`src/logic/ctmr_pkg.sv`:
```
// Shared constants, types and helpers of the capture/match counter timer.
`default_nettype none
package ctmr_pkg;

  // Bus and counter widths, and channel counts.
  localparam int ADDR_W = 8;
  localparam int DATA_W = 32;
  localparam int NUM_MATCH = 4;
  localparam int NUM_CAP = 2;
  localparam int NUM_PIN = 2;
  localparam int NUM_DMA = 2;
  localparam int NUM_EVT = NUM_MATCH + NUM_CAP;

  // Register byte offsets.
  localparam logic [ADDR_W-1:0] A_CTRL = 8'h00;
  localparam logic [ADDR_W-1:0] A_MODE = 8'h04;
  localparam logic [ADDR_W-1:0] A_COUNT = 8'h08;
  localparam logic [ADDR_W-1:0] A_PRE_LIM = 8'h0c;
  localparam logic [ADDR_W-1:0] A_PRE_CNT = 8'h10;
  localparam logic [ADDR_W-1:0] A_MCTL = 8'h14;
  localparam logic [ADDR_W-1:0] A_MATCH0 = 8'h18;
  localparam logic [ADDR_W-1:0] A_CCTL = 8'h28;
  localparam logic [ADDR_W-1:0] A_CAP0 = 8'h2c;
  localparam logic [ADDR_W-1:0] A_EXTM = 8'h34;
  localparam logic [ADDR_W-1:0] A_STAT = 8'h38;
  localparam logic [ADDR_W-1:0] A_MASK = 8'h3c;
  localparam logic [ADDR_W-1:0] A_DMA = 8'h40;

  // Field positions.
  localparam int CTRL_EN_BIT = 0;
  localparam int CTRL_RST_BIT = 1;
  localparam int MODE_SEL_BIT = 2;
  localparam int CLR_EN_BIT = 8;
  localparam int CLR_CH_BIT = 9;
  localparam int CLR_FALL_BIT = 10;
  localparam int EXTM_ACT_LSB = 4;
  localparam int STAT_CAP_LSB = 4;

  // Counting source: bus clock or edges of a capture input.
  typedef enum logic [1:0] {CM_TIMER, CM_RISE, CM_FALL, CM_BOTH} count_mode_t;

  // Action of a match output pin.
  typedef enum logic [1:0] {EA_NONE, EA_LOW, EA_HIGH, EA_TOGGLE} ext_act_t;

  // Per match register control.
  typedef struct packed {
    logic stop;
    logic reset;
    logic irq_en;
  } match_ctl_t;

  // Per capture channel control.
  typedef struct packed {
    logic irq_en;
    logic fall;
    logic rise;
  } cap_ctl_t;

  // Synchronised edges of the capture inputs.
  typedef struct packed {
    logic [NUM_CAP-1:0] rise;
    logic [NUM_CAP-1:0] fall;
  } cap_edge_t;

  // Software configuration held by the block.
  typedef struct packed {
    logic en;
    logic crst;
    count_mode_t mode;
    logic clk_sel;
    logic [DATA_W-1:0] pre_lim;
    match_ctl_t [NUM_MATCH-1:0] mctl;
    logic [NUM_MATCH-1:0][DATA_W-1:0] match;
    cap_ctl_t [NUM_CAP-1:0] cctl;
    logic clr_en;
    logic clr_ch;
    logic clr_fall;
    logic [NUM_EVT-1:0] mask;
    logic [NUM_DMA-1:0] dma_en;
    ext_act_t [NUM_PIN-1:0] act;
  } cfg_t;

  // Reset values.
  localparam cfg_t CFG_RESET = '0;
  localparam logic [DATA_W-1:0] COUNT_RESET = 32'h0;
  localparam logic [NUM_PIN-1:0] PIN_RESET = 2'h0;

  // True when the selected edge kinds meet an observed edge.
  function automatic logic edge_hit(input logic on_rise, input logic on_fall,
                                    input logic rise, input logic fall);
    edge_hit = (on_rise & rise) | (on_fall & fall);
  endfunction : edge_hit

  // True for every mapped register offset.
  function automatic logic addr_ok(input logic [ADDR_W-1:0] a);
    addr_ok = (a[1:0] == 2'h0) && (a <= A_DMA);
  endfunction : addr_ok

endpackage : ctmr_pkg
`default_nettype wire

```
`src/logic/capture_match_counter_timer.sv`:
```
// Capture/match counter timer with APB register access.
//
// Added by the designer: the address map and the APB slave port.
`timescale 1ns/1ps
`default_nettype none
module capture_match_counter_timer (
  // Clock, reset and enable.
  input wire logic pclk,
  input wire logic presetn,
  input wire logic ce,
  // APB slave.
  input wire logic psel,
  input wire logic penable,
  input wire logic pwrite,
  input wire logic [ctmr_pkg::ADDR_W-1:0] paddr,
  input wire logic [ctmr_pkg::DATA_W-1:0] pwdata,
  output logic [ctmr_pkg::DATA_W-1:0] prdata,
  output logic pready,
  output logic pslverr,
  // Pins.
  input wire logic [ctmr_pkg::NUM_CAP-1:0] cap_in,
  output logic [ctmr_pkg::NUM_PIN-1:0] match_out,
  // Interrupt and DMA requests.
  output logic irq,
  output logic [ctmr_pkg::NUM_DMA-1:0] dma_req
);
  import ctmr_pkg::*;

  cfg_t cfg;
  cfg_t next_cfg;
  logic [DATA_W-1:0] running_count_value;
  logic [DATA_W-1:0] next_count;
  logic [DATA_W-1:0] pre_cnt;
  logic [DATA_W-1:0] next_pre;
  logic [NUM_CAP-1:0][DATA_W-1:0] cap;
  logic [NUM_CAP-1:0][DATA_W-1:0] next_cap;
  logic [NUM_EVT-1:0] stat;
  logic [NUM_EVT-1:0] next_stat;
  logic [NUM_DMA-1:0] next_dma;
  logic [DATA_W-1:0] next_prdata;
  cap_edge_t edges;
  logic src_edge;
  logic tick;
  logic clr_ev;
  logic [NUM_MATCH-1:0] hit;
  logic [NUM_CAP-1:0] cap_ev;
  logic wr;
  logic [NUM_MATCH-1:0] wr_match;

  cap_sync #(.N(NUM_CAP)) u_sync (
    .pclk(pclk),
    .presetn(presetn),
    .ce(ce),
    .pin_in(cap_in),
    .rise(edges.rise),
    .fall(edges.fall)
  );

  // Bus handshake: no wait states while enabled, error on unmapped offsets.
  assign pready = ce;
  assign pslverr = psel && penable && !addr_ok(paddr);
  assign wr = psel && penable && pwrite && ce && addr_ok(paddr);

  always_comb
  begin
    src_edge = 1'b1;
    if (cfg.mode != CM_TIMER)
      src_edge = edge_hit(cfg.mode == CM_RISE || cfg.mode == CM_BOTH,
                          cfg.mode == CM_FALL || cfg.mode == CM_BOTH,
                          edges.rise[cfg.clk_sel], edges.fall[cfg.clk_sel]);
  end

  assign clr_ev = cfg.clr_en && edge_hit(!cfg.clr_fall, cfg.clr_fall,
                                         edges.rise[cfg.clr_ch], edges.fall[cfg.clr_ch]);

  assign tick = ce && cfg.en && !cfg.crst && src_edge && pre_cnt == cfg.pre_lim;

  always_comb
  begin
    for (int i = 0; i < NUM_MATCH; i++)
    begin
      hit[i] = tick && running_count_value == cfg.match[i];
      wr_match[i] = wr && paddr == A_MATCH0 + 8'(4 * i);
    end
  end

  always_comb
  begin
    for (int j = 0; j < NUM_CAP; j++)
      cap_ev[j] = ce && edge_hit(cfg.cctl[j].rise, cfg.cctl[j].fall,
                                 edges.rise[j], edges.fall[j]);
  end

  // Configuration registers: software writes, and stop-on-match clears enable.
  always_comb
  begin
    next_cfg = cfg;
    if (wr)
    begin
      unique case (paddr)
        A_CTRL:
        begin
          next_cfg.en = pwdata[CTRL_EN_BIT];
          next_cfg.crst = pwdata[CTRL_RST_BIT];
        end
        A_MODE:
        begin
          next_cfg.mode = count_mode_t'(pwdata[1:0]);
          next_cfg.clk_sel = pwdata[MODE_SEL_BIT];
        end
        A_PRE_LIM: next_cfg.pre_lim = pwdata;
        A_MCTL: next_cfg.mctl = pwdata[3*NUM_MATCH-1:0];
        A_CCTL:
        begin
          next_cfg.cctl = pwdata[3*NUM_CAP-1:0];
          next_cfg.clr_en = pwdata[CLR_EN_BIT];
          next_cfg.clr_ch = pwdata[CLR_CH_BIT];
          next_cfg.clr_fall = pwdata[CLR_FALL_BIT];
        end
        A_EXTM: next_cfg.act = pwdata[EXTM_ACT_LSB+2*NUM_PIN-1:EXTM_ACT_LSB];
        A_MASK: next_cfg.mask = pwdata[NUM_EVT-1:0];
        A_DMA: next_cfg.dma_en = pwdata[NUM_DMA-1:0];
        default: next_cfg = cfg;
      endcase
      for (int i = 0; i < NUM_MATCH; i++)
        if (wr_match[i])
          next_cfg.match[i] = pwdata;
    end
    for (int i = 0; i < NUM_MATCH; i++)
      if (hit[i] && cfg.mctl[i].stop)
        next_cfg.en = 1'b0;
  end

  // 32-bit count and prescaler
  // Counter and prescaler.
  always_comb
  begin
    next_count = running_count_value;
    next_pre = pre_cnt;
    if (ce)
    begin
      if (cfg.crst || clr_ev)
      begin
        next_count = COUNT_RESET;
        next_pre = COUNT_RESET;
      end
      else if (cfg.en && src_edge)
      begin
        if (pre_cnt == cfg.pre_lim)
        begin
          next_pre = COUNT_RESET;
          if (|(hit & {cfg.mctl[3].reset, cfg.mctl[2].reset,
                       cfg.mctl[1].reset, cfg.mctl[0].reset}))
            next_count = COUNT_RESET;
          else if (!(|(hit & {cfg.mctl[3].stop, cfg.mctl[2].stop,
                              cfg.mctl[1].stop, cfg.mctl[0].stop})))
            next_count = running_count_value + 32'h1;
        end
        else
          next_pre = pre_cnt + 32'h1;
      end
      if (wr && paddr == A_COUNT)
        next_count = pwdata;
      if (wr && paddr == A_PRE_CNT)
        next_pre = pwdata;
    end
  end

  always_comb
  begin
    for (int j = 0; j < NUM_CAP; j++)
      next_cap[j] = cap_ev[j] ? running_count_value : cap[j];
  end

  // Sticky status, write one to clear; a new event wins over the clear.
  always_comb
  begin
    next_stat = stat;
    if (wr && paddr == A_STAT)
      next_stat = stat & ~pwdata[NUM_EVT-1:0];
    for (int i = 0; i < NUM_MATCH; i++)
      if (hit[i] && cfg.mctl[i].irq_en)
        next_stat[i] = 1'b1;
    for (int j = 0; j < NUM_CAP; j++)
      if (cap_ev[j] && cfg.cctl[j].irq_en)
        next_stat[STAT_CAP_LSB+j] = 1'b1;
    next_dma = hit[NUM_DMA-1:0] & cfg.dma_en;
  end

  assign irq = |(stat & cfg.mask);

  // Read data is captured in the setup cycle and held through the access.
  always_comb
  begin
    next_prdata = prdata;
    if (psel && !penable && ce)
    begin
      next_prdata = '0;
      unique case (paddr)
        A_CTRL: next_prdata[CTRL_RST_BIT:CTRL_EN_BIT] = {cfg.crst, cfg.en};
        A_MODE: next_prdata[MODE_SEL_BIT:0] = {cfg.clk_sel, cfg.mode};
        A_COUNT: next_prdata = running_count_value;
        A_PRE_LIM: next_prdata = cfg.pre_lim;
        A_PRE_CNT: next_prdata = pre_cnt;
        A_MCTL: next_prdata[3*NUM_MATCH-1:0] = cfg.mctl;
        A_CCTL: next_prdata[CLR_FALL_BIT:0] = {cfg.clr_fall, cfg.clr_ch, cfg.clr_en,
                                               2'h0, cfg.cctl};
        A_CAP0: next_prdata = cap[0];
        A_CAP0 + 8'h4: next_prdata = cap[1];
        A_EXTM: next_prdata[EXTM_ACT_LSB+2*NUM_PIN-1:0] = {cfg.act, 2'h0, match_out};
        A_STAT: next_prdata[NUM_EVT-1:0] = stat;
        A_MASK: next_prdata[NUM_EVT-1:0] = cfg.mask;
        A_DMA: next_prdata[NUM_DMA-1:0] = cfg.dma_en;
        default:
        begin
          for (int i = 0; i < NUM_MATCH; i++)
            if (paddr == A_MATCH0 + 8'(4 * i))
              next_prdata = cfg.match[i];
        end
      endcase
    end
  end

  // Registers all state; the clock enable freezes it through the next values, except dma_req, which a low enable clears.
  always_ff @(posedge pclk or negedge presetn)
  begin
    if (!presetn)
    begin
      cfg <= CFG_RESET;
      running_count_value <= COUNT_RESET;
      pre_cnt <= COUNT_RESET;
      cap <= '0;
      stat <= '0;
      dma_req <= '0;
      prdata <= '0;
    end
    else
    begin
      cfg <= ce ? next_cfg : cfg;
      running_count_value <= next_count;
      pre_cnt <= next_pre;
      cap <= next_cap;
      stat <= next_stat;
      dma_req <= ce ? next_dma : '0;
      prdata <= next_prdata;
    end
  end

  for (genvar k = 0; k < NUM_PIN; k++)
  begin : g_pin
    match_pin u_pin (
      .pclk(pclk),
      .presetn(presetn),
      .ce(ce),
      .hit(hit[k]),
      .act(cfg.act[k]),
      .wr(wr && paddr == A_EXTM),
      .wdata(pwdata[k]),
      .pin_q(match_out[k])
    );
  end

  logic quiet;
  assign quiet = !clr_ev && !cfg.crst && !wr;
endmodule : capture_match_counter_timer
`default_nettype wire

```
`src/logic/cap_sync.sv`:
```
// Two-stage synchroniser and edge detector for the capture pins.
`timescale 1ns/1ps
`default_nettype none
module cap_sync #(
  parameter int N = 2
) (
  // Clock, reset and enable.
  input wire logic pclk,
  input wire logic presetn,
  input wire logic ce,
  // Asynchronous pins in, clean edges out.
  input wire logic [N-1:0] pin_in,
  output logic [N-1:0] rise,
  output logic [N-1:0] fall
);
  logic [N-1:0] meta;
  logic [N-1:0] sync;
  logic [N-1:0] prev;
  logic [N-1:0] next_meta;
  logic [N-1:0] next_sync;
  logic [N-1:0] next_prev;

  // two flops first
  // Only the second stage reads the first; edges come from later stages.
  always_comb
  begin
    next_meta = ce ? pin_in : meta;
    next_sync = ce ? meta : sync;
    next_prev = ce ? sync : prev;
  end

  // Registers the synchroniser chain.
  always_ff @(posedge pclk or negedge presetn)
  begin
    if (!presetn)
    begin
      meta <= '0;
      sync <= '0;
      prev <= '0;
    end
    else
    begin
      meta <= next_meta;
      sync <= next_sync;
      prev <= next_prev;
    end
  end

  // Edge pulses last one enabled cycle.
  assign rise = ce ? (sync & ~prev) : '0;
  assign fall = ce ? (~sync & prev) : '0;
endmodule : cap_sync
`default_nettype wire

```
`src/logic/match_pin.sv`:
```
// One external match output pin and its action on a match.
`timescale 1ns/1ps
`default_nettype none
module match_pin (
  // Clock, reset and enable.
  input wire logic pclk,
  input wire logic presetn,
  input wire logic ce,
  // Match event, chosen action and software write.
  input wire logic hit,
  input wire ctmr_pkg::ext_act_t act,
  input wire logic wr,
  input wire logic wdata,
  // Pin level, from a flop.
  output logic pin_q
);
  import ctmr_pkg::*;
  logic next_pin;

  // pin action select
  // A match wins over a software write in the same cycle.
  always_comb
  begin
    next_pin = pin_q;
    if (ce && wr)
      next_pin = wdata;
    if (ce && hit)
    begin
      unique case (act)
        EA_NONE: next_pin = pin_q;
        EA_LOW: next_pin = 1'b0;
        EA_HIGH: next_pin = 1'b1;
        EA_TOGGLE: next_pin = ~pin_q;
      endcase
    end
  end

  // Registers the pin level.
  always_ff @(posedge pclk or negedge presetn)
  begin
    if (!presetn)
      pin_q <= 1'b0;
    else
      pin_q <= next_pin;
  end
endmodule : match_pin
`default_nettype wire

```
`config.mk`:
```
export PLATFORM = sky130hd
export DESIGN_NAME = capture_match_counter_timer
export DESIGN_NICKNAME = d
export VERILOG_FILES = /design/src/logic/ctmr_pkg.sv /design/src/logic/capture_match_counter_timer.sv /design/src/logic/cap_sync.sv /design/src/logic/match_pin.sv
export SDC_FILE = /design/constraint.sdc
export NUM_CORES = 1
export LEC_CHECK = 0
export BUFFER_PORTS_ARGS = -buffer_cell sky130_fd_sc_hd__buf_2
export CAP_MARGIN = 20
export CORE_MARGIN = 2
export CORE_UTILIZATION = 34
export CTS_BUF_LIST = sky130_fd_sc_hd__clkbuf_8
export DETAILED_ROUTE_END_ITERATION = 10
export SLEW_MARGIN = 10
export SYNTH_ARGS = -nofsm -noshare
export SYNTH_HDL_FRONTEND = slang
export SYNTH_HIERARCHICAL = 1
export SYNTH_SLANG_ARGS = --single-unit
```
`constraint.sdc`:
```
create_clock -name pclk -period 5.5 [get_ports pclk]
set_input_delay 0.275 -clock pclk [delete_from_list [all_inputs] [get_ports pclk]]
set_output_delay 0.275 -clock pclk [all_outputs]
set_load 0.005 [all_outputs]
```
==> impl_metrics.tcl, run 1 <==
set metrics [dict create \
    drive_gt1_share_pct 26.1 \
    sw_frac_of_total_pct 23.9 \
    final_cell_mix "dfrtp_1 (374), mux2_2 (237), nand2_1 (129)" \
    synth_area_leader_cell "dfrtp_1" \
    p_sw_mw 1.40 \
    cts_buffers 66 \
    max_stage_delay_ns 0.71 \
    postCtsHoldBufs 22 \
    chipWidth_um 245 \
    ys_seq_area_share_pct 47.2 \
    synthFlopType "dfrtp_1" \
    multi_input_area_um2 9800 \
    cts.sinks 374 \
    setup_ws_ns 1.55 \
    placementRows 88 \
    grt_max_degree 142 \
    cp.required_ns 6.05 \
    cts_root_buf "clkbuf_8" \
    p_leak_nw 10.2 \
    worst_pin_slew_ns 1.22 \
    crit_type "register to register" \
    fin_cells 2710 \
    place_ws_ns 1.60 \
    min_period_ns 3.95 \
    skew_ns 0.0258 \
    critical_path.max_fanout 16 \
    design_power_total_mw 5.86 \
    slew_viol_final 0 \
    antenna_found_initial 5 \
    place_hpwl_um 52200 \
    start_kind "register" \
    gp_congestion 1.02 \
    cts_resized 0 \
    path_cells "xnor2_1, nand4_1, nor4_1, nand3_1, a41oi_4, nand2b_2, o21ai_0, a211oi_1" \
    fp.coreArea_um2 57700 \
    rsz0062_at_grt "no" \
    fin_crit_sh_pct 71.8 \
    first_pass_iters 6 \
    power_density_nw_per_um2 259 \
    cap_violations 0 \
    status "completed" \
    remaining_drc_errors 0 \
    fin_area_um2 22600 \
    finalSetupViolations 0 \
    first_global_vias 16230 \
    syn_area_um2 19800 \
    route.antenna.remaining_nets 0 \
    hp-class "input pin to register" \
    p_seq_share_pct 47.6 \
    crit_arrival_ns 4.50 \
    routedWlPerCell_um 28.3 \
    synth_cell_types 70 \
    die_h_um 245 \
    critPathCaptureType "register" \
    cts.htree.levels 3 \
    clock_path_buffers 3 \
    num_vias 16719 \
    cts_tree "done" \
    clk_pin_slew_ns 0.06 \
    grt_pass1_wl_um 113000 \
    internal_power_mw 4.46 \
    area_growth_pct 14.1 \
    synth_edf_count 0 \
    first_iter_violations 2427 \
    yosys_warnings 6 \
    vias_per_cell 6.17 \
    place_area_um2 20900 \
    cts_setup_buffers 0 \
    synth_top_area_share_pct 47.2 \
    syn-num-nets 1874 \
    dieArea_um2 60200 \
    final_common_cell "dfrtp_1" \
    maxSlewHeadroom_pct 18.3 \
    ys_seq_elements 374 \
    avgSynthCellArea_um2 10.9 \
    synthTopCellsByArea "dfrtp_1 (47%), mux2_2 (13%), xnor2_1 (5.7%)" \
    n_fill_cell 5618 \
    overflow 0 \
    start_util_pct 34.4 \
    nets 1946 \
    finalHoldViolCount 0 \
    port_buffers 86 \
    synth_cells 1824 \
    async_flop_share_pct 100 \
    ff_latch_area_um2 9360 \
    grt_usage_pct 25.3 \
    cp_slowest_cell "xnor2_1" \
    ir_drop_uv 169 \
    fmaxAchievable_ghz 0.253 \
    drt_wl_total_um 76600 \
    setup_tns_ns 0 \
    combinationalPowerShare_pct 4.0 \
    place_inst 2570 \
    clk_latency_ns 0.66 \
    ios 87 \
    pwr-share-clk_pct 48.5 \
]
[per-layer routing]
metal / vias to the layer above / wire, µm / track usage, %
li1: 6943 / - / -
met1: 8466 / 31200 / 34.1
met2: 1052 / 32900 / 37.0
met3: 250 / 8140 / 6.61
met4: 8 / 4320 / 13.9
met5: - / 46 / 0
[cells by family after synthesis]
group / count (synthesis) / synth area share, %
compound gates: 429 / 14.9
xor+xnor: 160 / 7.07
fa+ha+maj: 2 / 0.126
buf+inv: 152 / 3.75
flops: 374 / 47.2
mux: 265 / 15.2
simple gates: 442 / 11.7
[worst paths after layout]
check	endpoint	slack, ns	cells after the start	start
worst max-delay path	running_count_value[21]$_DFFE_PN0P_	1.55	8	running_count_value[2]$_DFFE_PN0P_
worst min-delay path	cfg[141]$_DFFE_PN0P_	0.04	2	pwdata[24]
worst max register to register	running_count_value[21]$_DFFE_PN0P_	1.55	8	running_count_value[2]$_DFFE_PN0P_
worst min register to register	prdata[30]$_DFFE_PN0P_	0.47	2	prdata[30]$_DFFE_PN0P_
max in group asynchronous	prdata[17]$_DFFE_PN0P_	3.64	3	presetn
min in group asynchronous	cfg[8]$_DFFE_PN0P_	0.32	2	presetn
[power groups by stage]
| stage | Clock, mW | Sequential [mW] | Combinational [mW] |
|---|---|---|---|
| floorplan | 0 | 2.83 | 0.0658 |
| global placement | 0 | 2.84 | 0.215 |
| detailed placement | 0 | 2.84 | 0.218 |
| CTS | 2.87 | 2.79 | 0.232 |
| global route | 2.99 | 2.79 | 0.252 |
| finish | 2.84 | 2.79 | 0.232 |
[per-stage QoR]
stage	utilization, %	hold WS [ns]
after floorplan	-	-0.0206
after global placement	36.2	0.458
after detailed placement	36.3	0.467
after CTS	39.2	0.000362
after global routing	39.2	0.0299
final	39.2	0.0371
[synth_stat cells (all sizes together) (35+ instances only)]
master    n
nand2   131
a22oi    69
a221oi   35
buf      58
xnor2   128
a222oi   36
a21oi    70
clkbuf   83
dfrtp   374
nand3    51
nor2     70
o21ai   128
nand4    48
mux2    259
[final cells by class]
type                    count  share of cell area (%)
inverters                  11                   0.183
clock buffers              89                    5.42
flip-flops and latches    374                    41.4
well taps                 765                    4.23
clock inverters            26                   0.924
repair buffers            145                    4.50
multi-input cells        1298                    43.3
diodes                      2                  0.0221
[registers in the layout, indices dropped and copies added, names as in the netlist]
name,cells
pre_cnt,32
u_sync/prev,2
u_sync/meta,2
dma_req,2
cap,64
g_pin.u_pin/pin_q,2
prdata,32
running_count_value,32
cfg,198
stat,6
u_sync/sync,2
[critical path: cells and delay by family, from the launching register on]
| kind | cells | cell delay, ns |
|---|---|---|
| xor gates and xnor gates | 1 | 0.71 |
| AOI/OAI and AO/OA | 3 | 0.98 |
| DFF | 1 | 0.62 |
| and+or+nand+nor | 4 | 1.54 |
(Power assumes the default switching activity.)
==> inputs of run 2 (changes only) <==
Clock period 5.5 ns to 3.73 ns, I/O delays scaled along.
==> run 2 against run 1 <==
Net effect: sequential power is 47% higher; worst setup slack lost 1.3 ns; clock skew grew 0.0042 ns; clock power up 49%; critical path type unchanged; largest cell class unchanged; largest power group unchanged; highest routed layer is now met4.
==> impl_metrics.tcl, run 2 (synthesis gave the netlist of run 1 again) <==
set metrics [dict create \
    gp_congestion 0.980 \
    vias_per_cell 6.08 \
    cp.required_ns 4.30 \
    antenna_found_initial 1 \
    slew_viol_final 0 \
    power_density_nw_per_um2 375 \
    fin_area_um2 23200 \
    drive_gt1_share_pct 28.3 \
    clock_path_buffers 3 \
    grt_util_met3_pct 5.21 \
    crit_arrival_ns 4.05 \
    first_iter_violations 2237 \
    overflow 0 \
    critPathCaptureType "register" \
    skew_ns 0.0300 \
    num_vias 16864 \
    routedWlPerCell_um 27.8 \
    status "completed" \
    p_leak_nw 10.6 \
    reg_top3 "cfg (198), cap (64)" \
    maxSlewHeadroom_pct 24.3 \
    rsz0062_at_grt "no" \
    grt_pass1_wl_um 114000 \
    clk_pin_slew_ns 0.07 \
    start_util_pct 34.4 \
    fin_util_pct 40.2 \
    place_area_um2 21400 \
    gr-max-usage-layer "met2" \
    cts_root_buf "clkbuf_8" \
    remaining_drc_errors 0 \
    holdWs_ns 0.0491 \
    largest_register_ffs 198 \
    crit_type "register to register" \
    nets 2006 \
    setup_tns_ns 0 \
    min_period_ns 3.48 \
    start_kind "register" \
    clk_latency_ns 0.70 \
    drt_wl_total_um 77100 \
    ir_drop_uv 274 \
    top_register "cfg" \
    finalSetupViolations 0 \
    cts_tree "done" \
    worst_pin_slew_ns 1.13 \
    n_fill_cell 5554 \
    finalHoldViolCount 0 \
    design_power_total_mw 8.72 \
    place_hpwl_um 54000 \
    cts_setup_buffers 0 \
    cap_violations 0 \
    critical_path.max_fanout 18 \
    first_pass_iters 7 \
    grt_usage_pct 25.4 \
    route.antenna.remaining_nets 0 \
    cts.sinks 374 \
    fmaxAchievable_ghz 0.287 \
    first_global_vias 16453 \
    dieArea_um2 60200 \
    port_buffers 86 \
    grt.met2_usage_pct 38.3 \
    ios 87 \
    hp-class "input pin to asynchronous set/reset pin" \
    cts.htree.levels 2 \
    die_h_um 245 \
    grt_max_degree 99 \
    fin_crit_sh_pct 93.3 \
    area_growth_pct 17.1 \
    chipWidth_um 245 \
    fp.coreArea_um2 57700 \
    final_common_cell "dfrtp_1" \
    final_cell_mix "dfrtp_1 (374), mux2_2 (237), nand2_1 (129)" \
    cts_buffers 60 \
    grtUsageMet1_pct 34.3 \
    placementRows 88 \
]
## run 2: layout make-up
type | count | area (µm²) | area share (%)
clock buffer | 84 | 1160 | 4.98
multi-input combinational | 1298 | 9800 | 42.2
inverter | 11 | 41.3 | 0.178
timing repair buffer | 211 | 1610 | 6.93
clock inverter | 30 | 294 | 1.27
tap | 765 | 957 | 4.12
antenna | 1 | 2.50 | 0.0108
sequential | 374 | 9360 | 40.3
## run 2: worst paths after layout
| check | slack, ns | cells after the start | to | from |
|---|---|---|---|---|
| setup / recovery | 0.25 | 10 | running_count_value[8]$_DFFE_PN0P_ | cfg[168]$_DFFE_PN0P_ |
| hold / removal | 0.05 | 2 | cfg[152]$_DFFE_PN0P_ | presetn |
| setup reg to reg | 0.25 | 10 | running_count_value[8]$_DFFE_PN0P_ | cfg[168]$_DFFE_PN0P_ |
| hold reg to reg | 0.48 | 2 | prdata[13]$_DFFE_PN0P_ | prdata[13]$_DFFE_PN0P_ |
| max in group asynchronous | 2.56 | 3 | cfg[168]$_DFFE_PN0P_ | presetn |
| min in group pclk | 0.06 | 5 | prdata[3]$_DFFE_PN0P_ | penable |
## run 2: power by group
part | leakage, nW | internal, mW | switching (mW) | total [mW]
Clock | 0.795 | 2.42 | 1.82 | 4.24
Combinational | 4.56 | 0.115 | 0.252 | 0.367
Sequential | 5.19 | 4.08 | 0.0253 | 4.11
Total | 10.6 | 6.62 | 2.10 | 8.72
## run 2: worst max-delay path: stages (launching register included)
cell	delay (ns)
dfrtp_1	0.41
xor2_1	0.25
nor4_1	0.60
buf_4	0.22
nand4_1	0.15
or3_1	0.50
o31a_1	0.37
a31oi_4	0.18
buf_4	0.26
a21bo_2	0.25
a22o_1	0.17
## run 2: through the flow
step	cells	setup slack [ns]
floorplan	1824	1.15
global placement	2620	0.263
CTS	2772	0.236
finish	2774	0.251
detailed placement	2621	0.266
global route	2774	0.184
## run 2: repair_timing
| action | CTS | global route |
|---|---|---|
| gates resized for setup | 0 | 0 |
| hold buffers | 37 | 0 |
| endpoints found under the hold margin | 270 | 0 |
## run 2: routing by layer
| metal | part of all wire [%] | routed length (µm) |
|---|---|---|
| met5 | 0 | 0 |
| met4 | 5.4 | 4180 |
| met3 | 9.1 | 7000 |
| met2 | 44 | 33900 |
| met1 | 42 | 32000 |
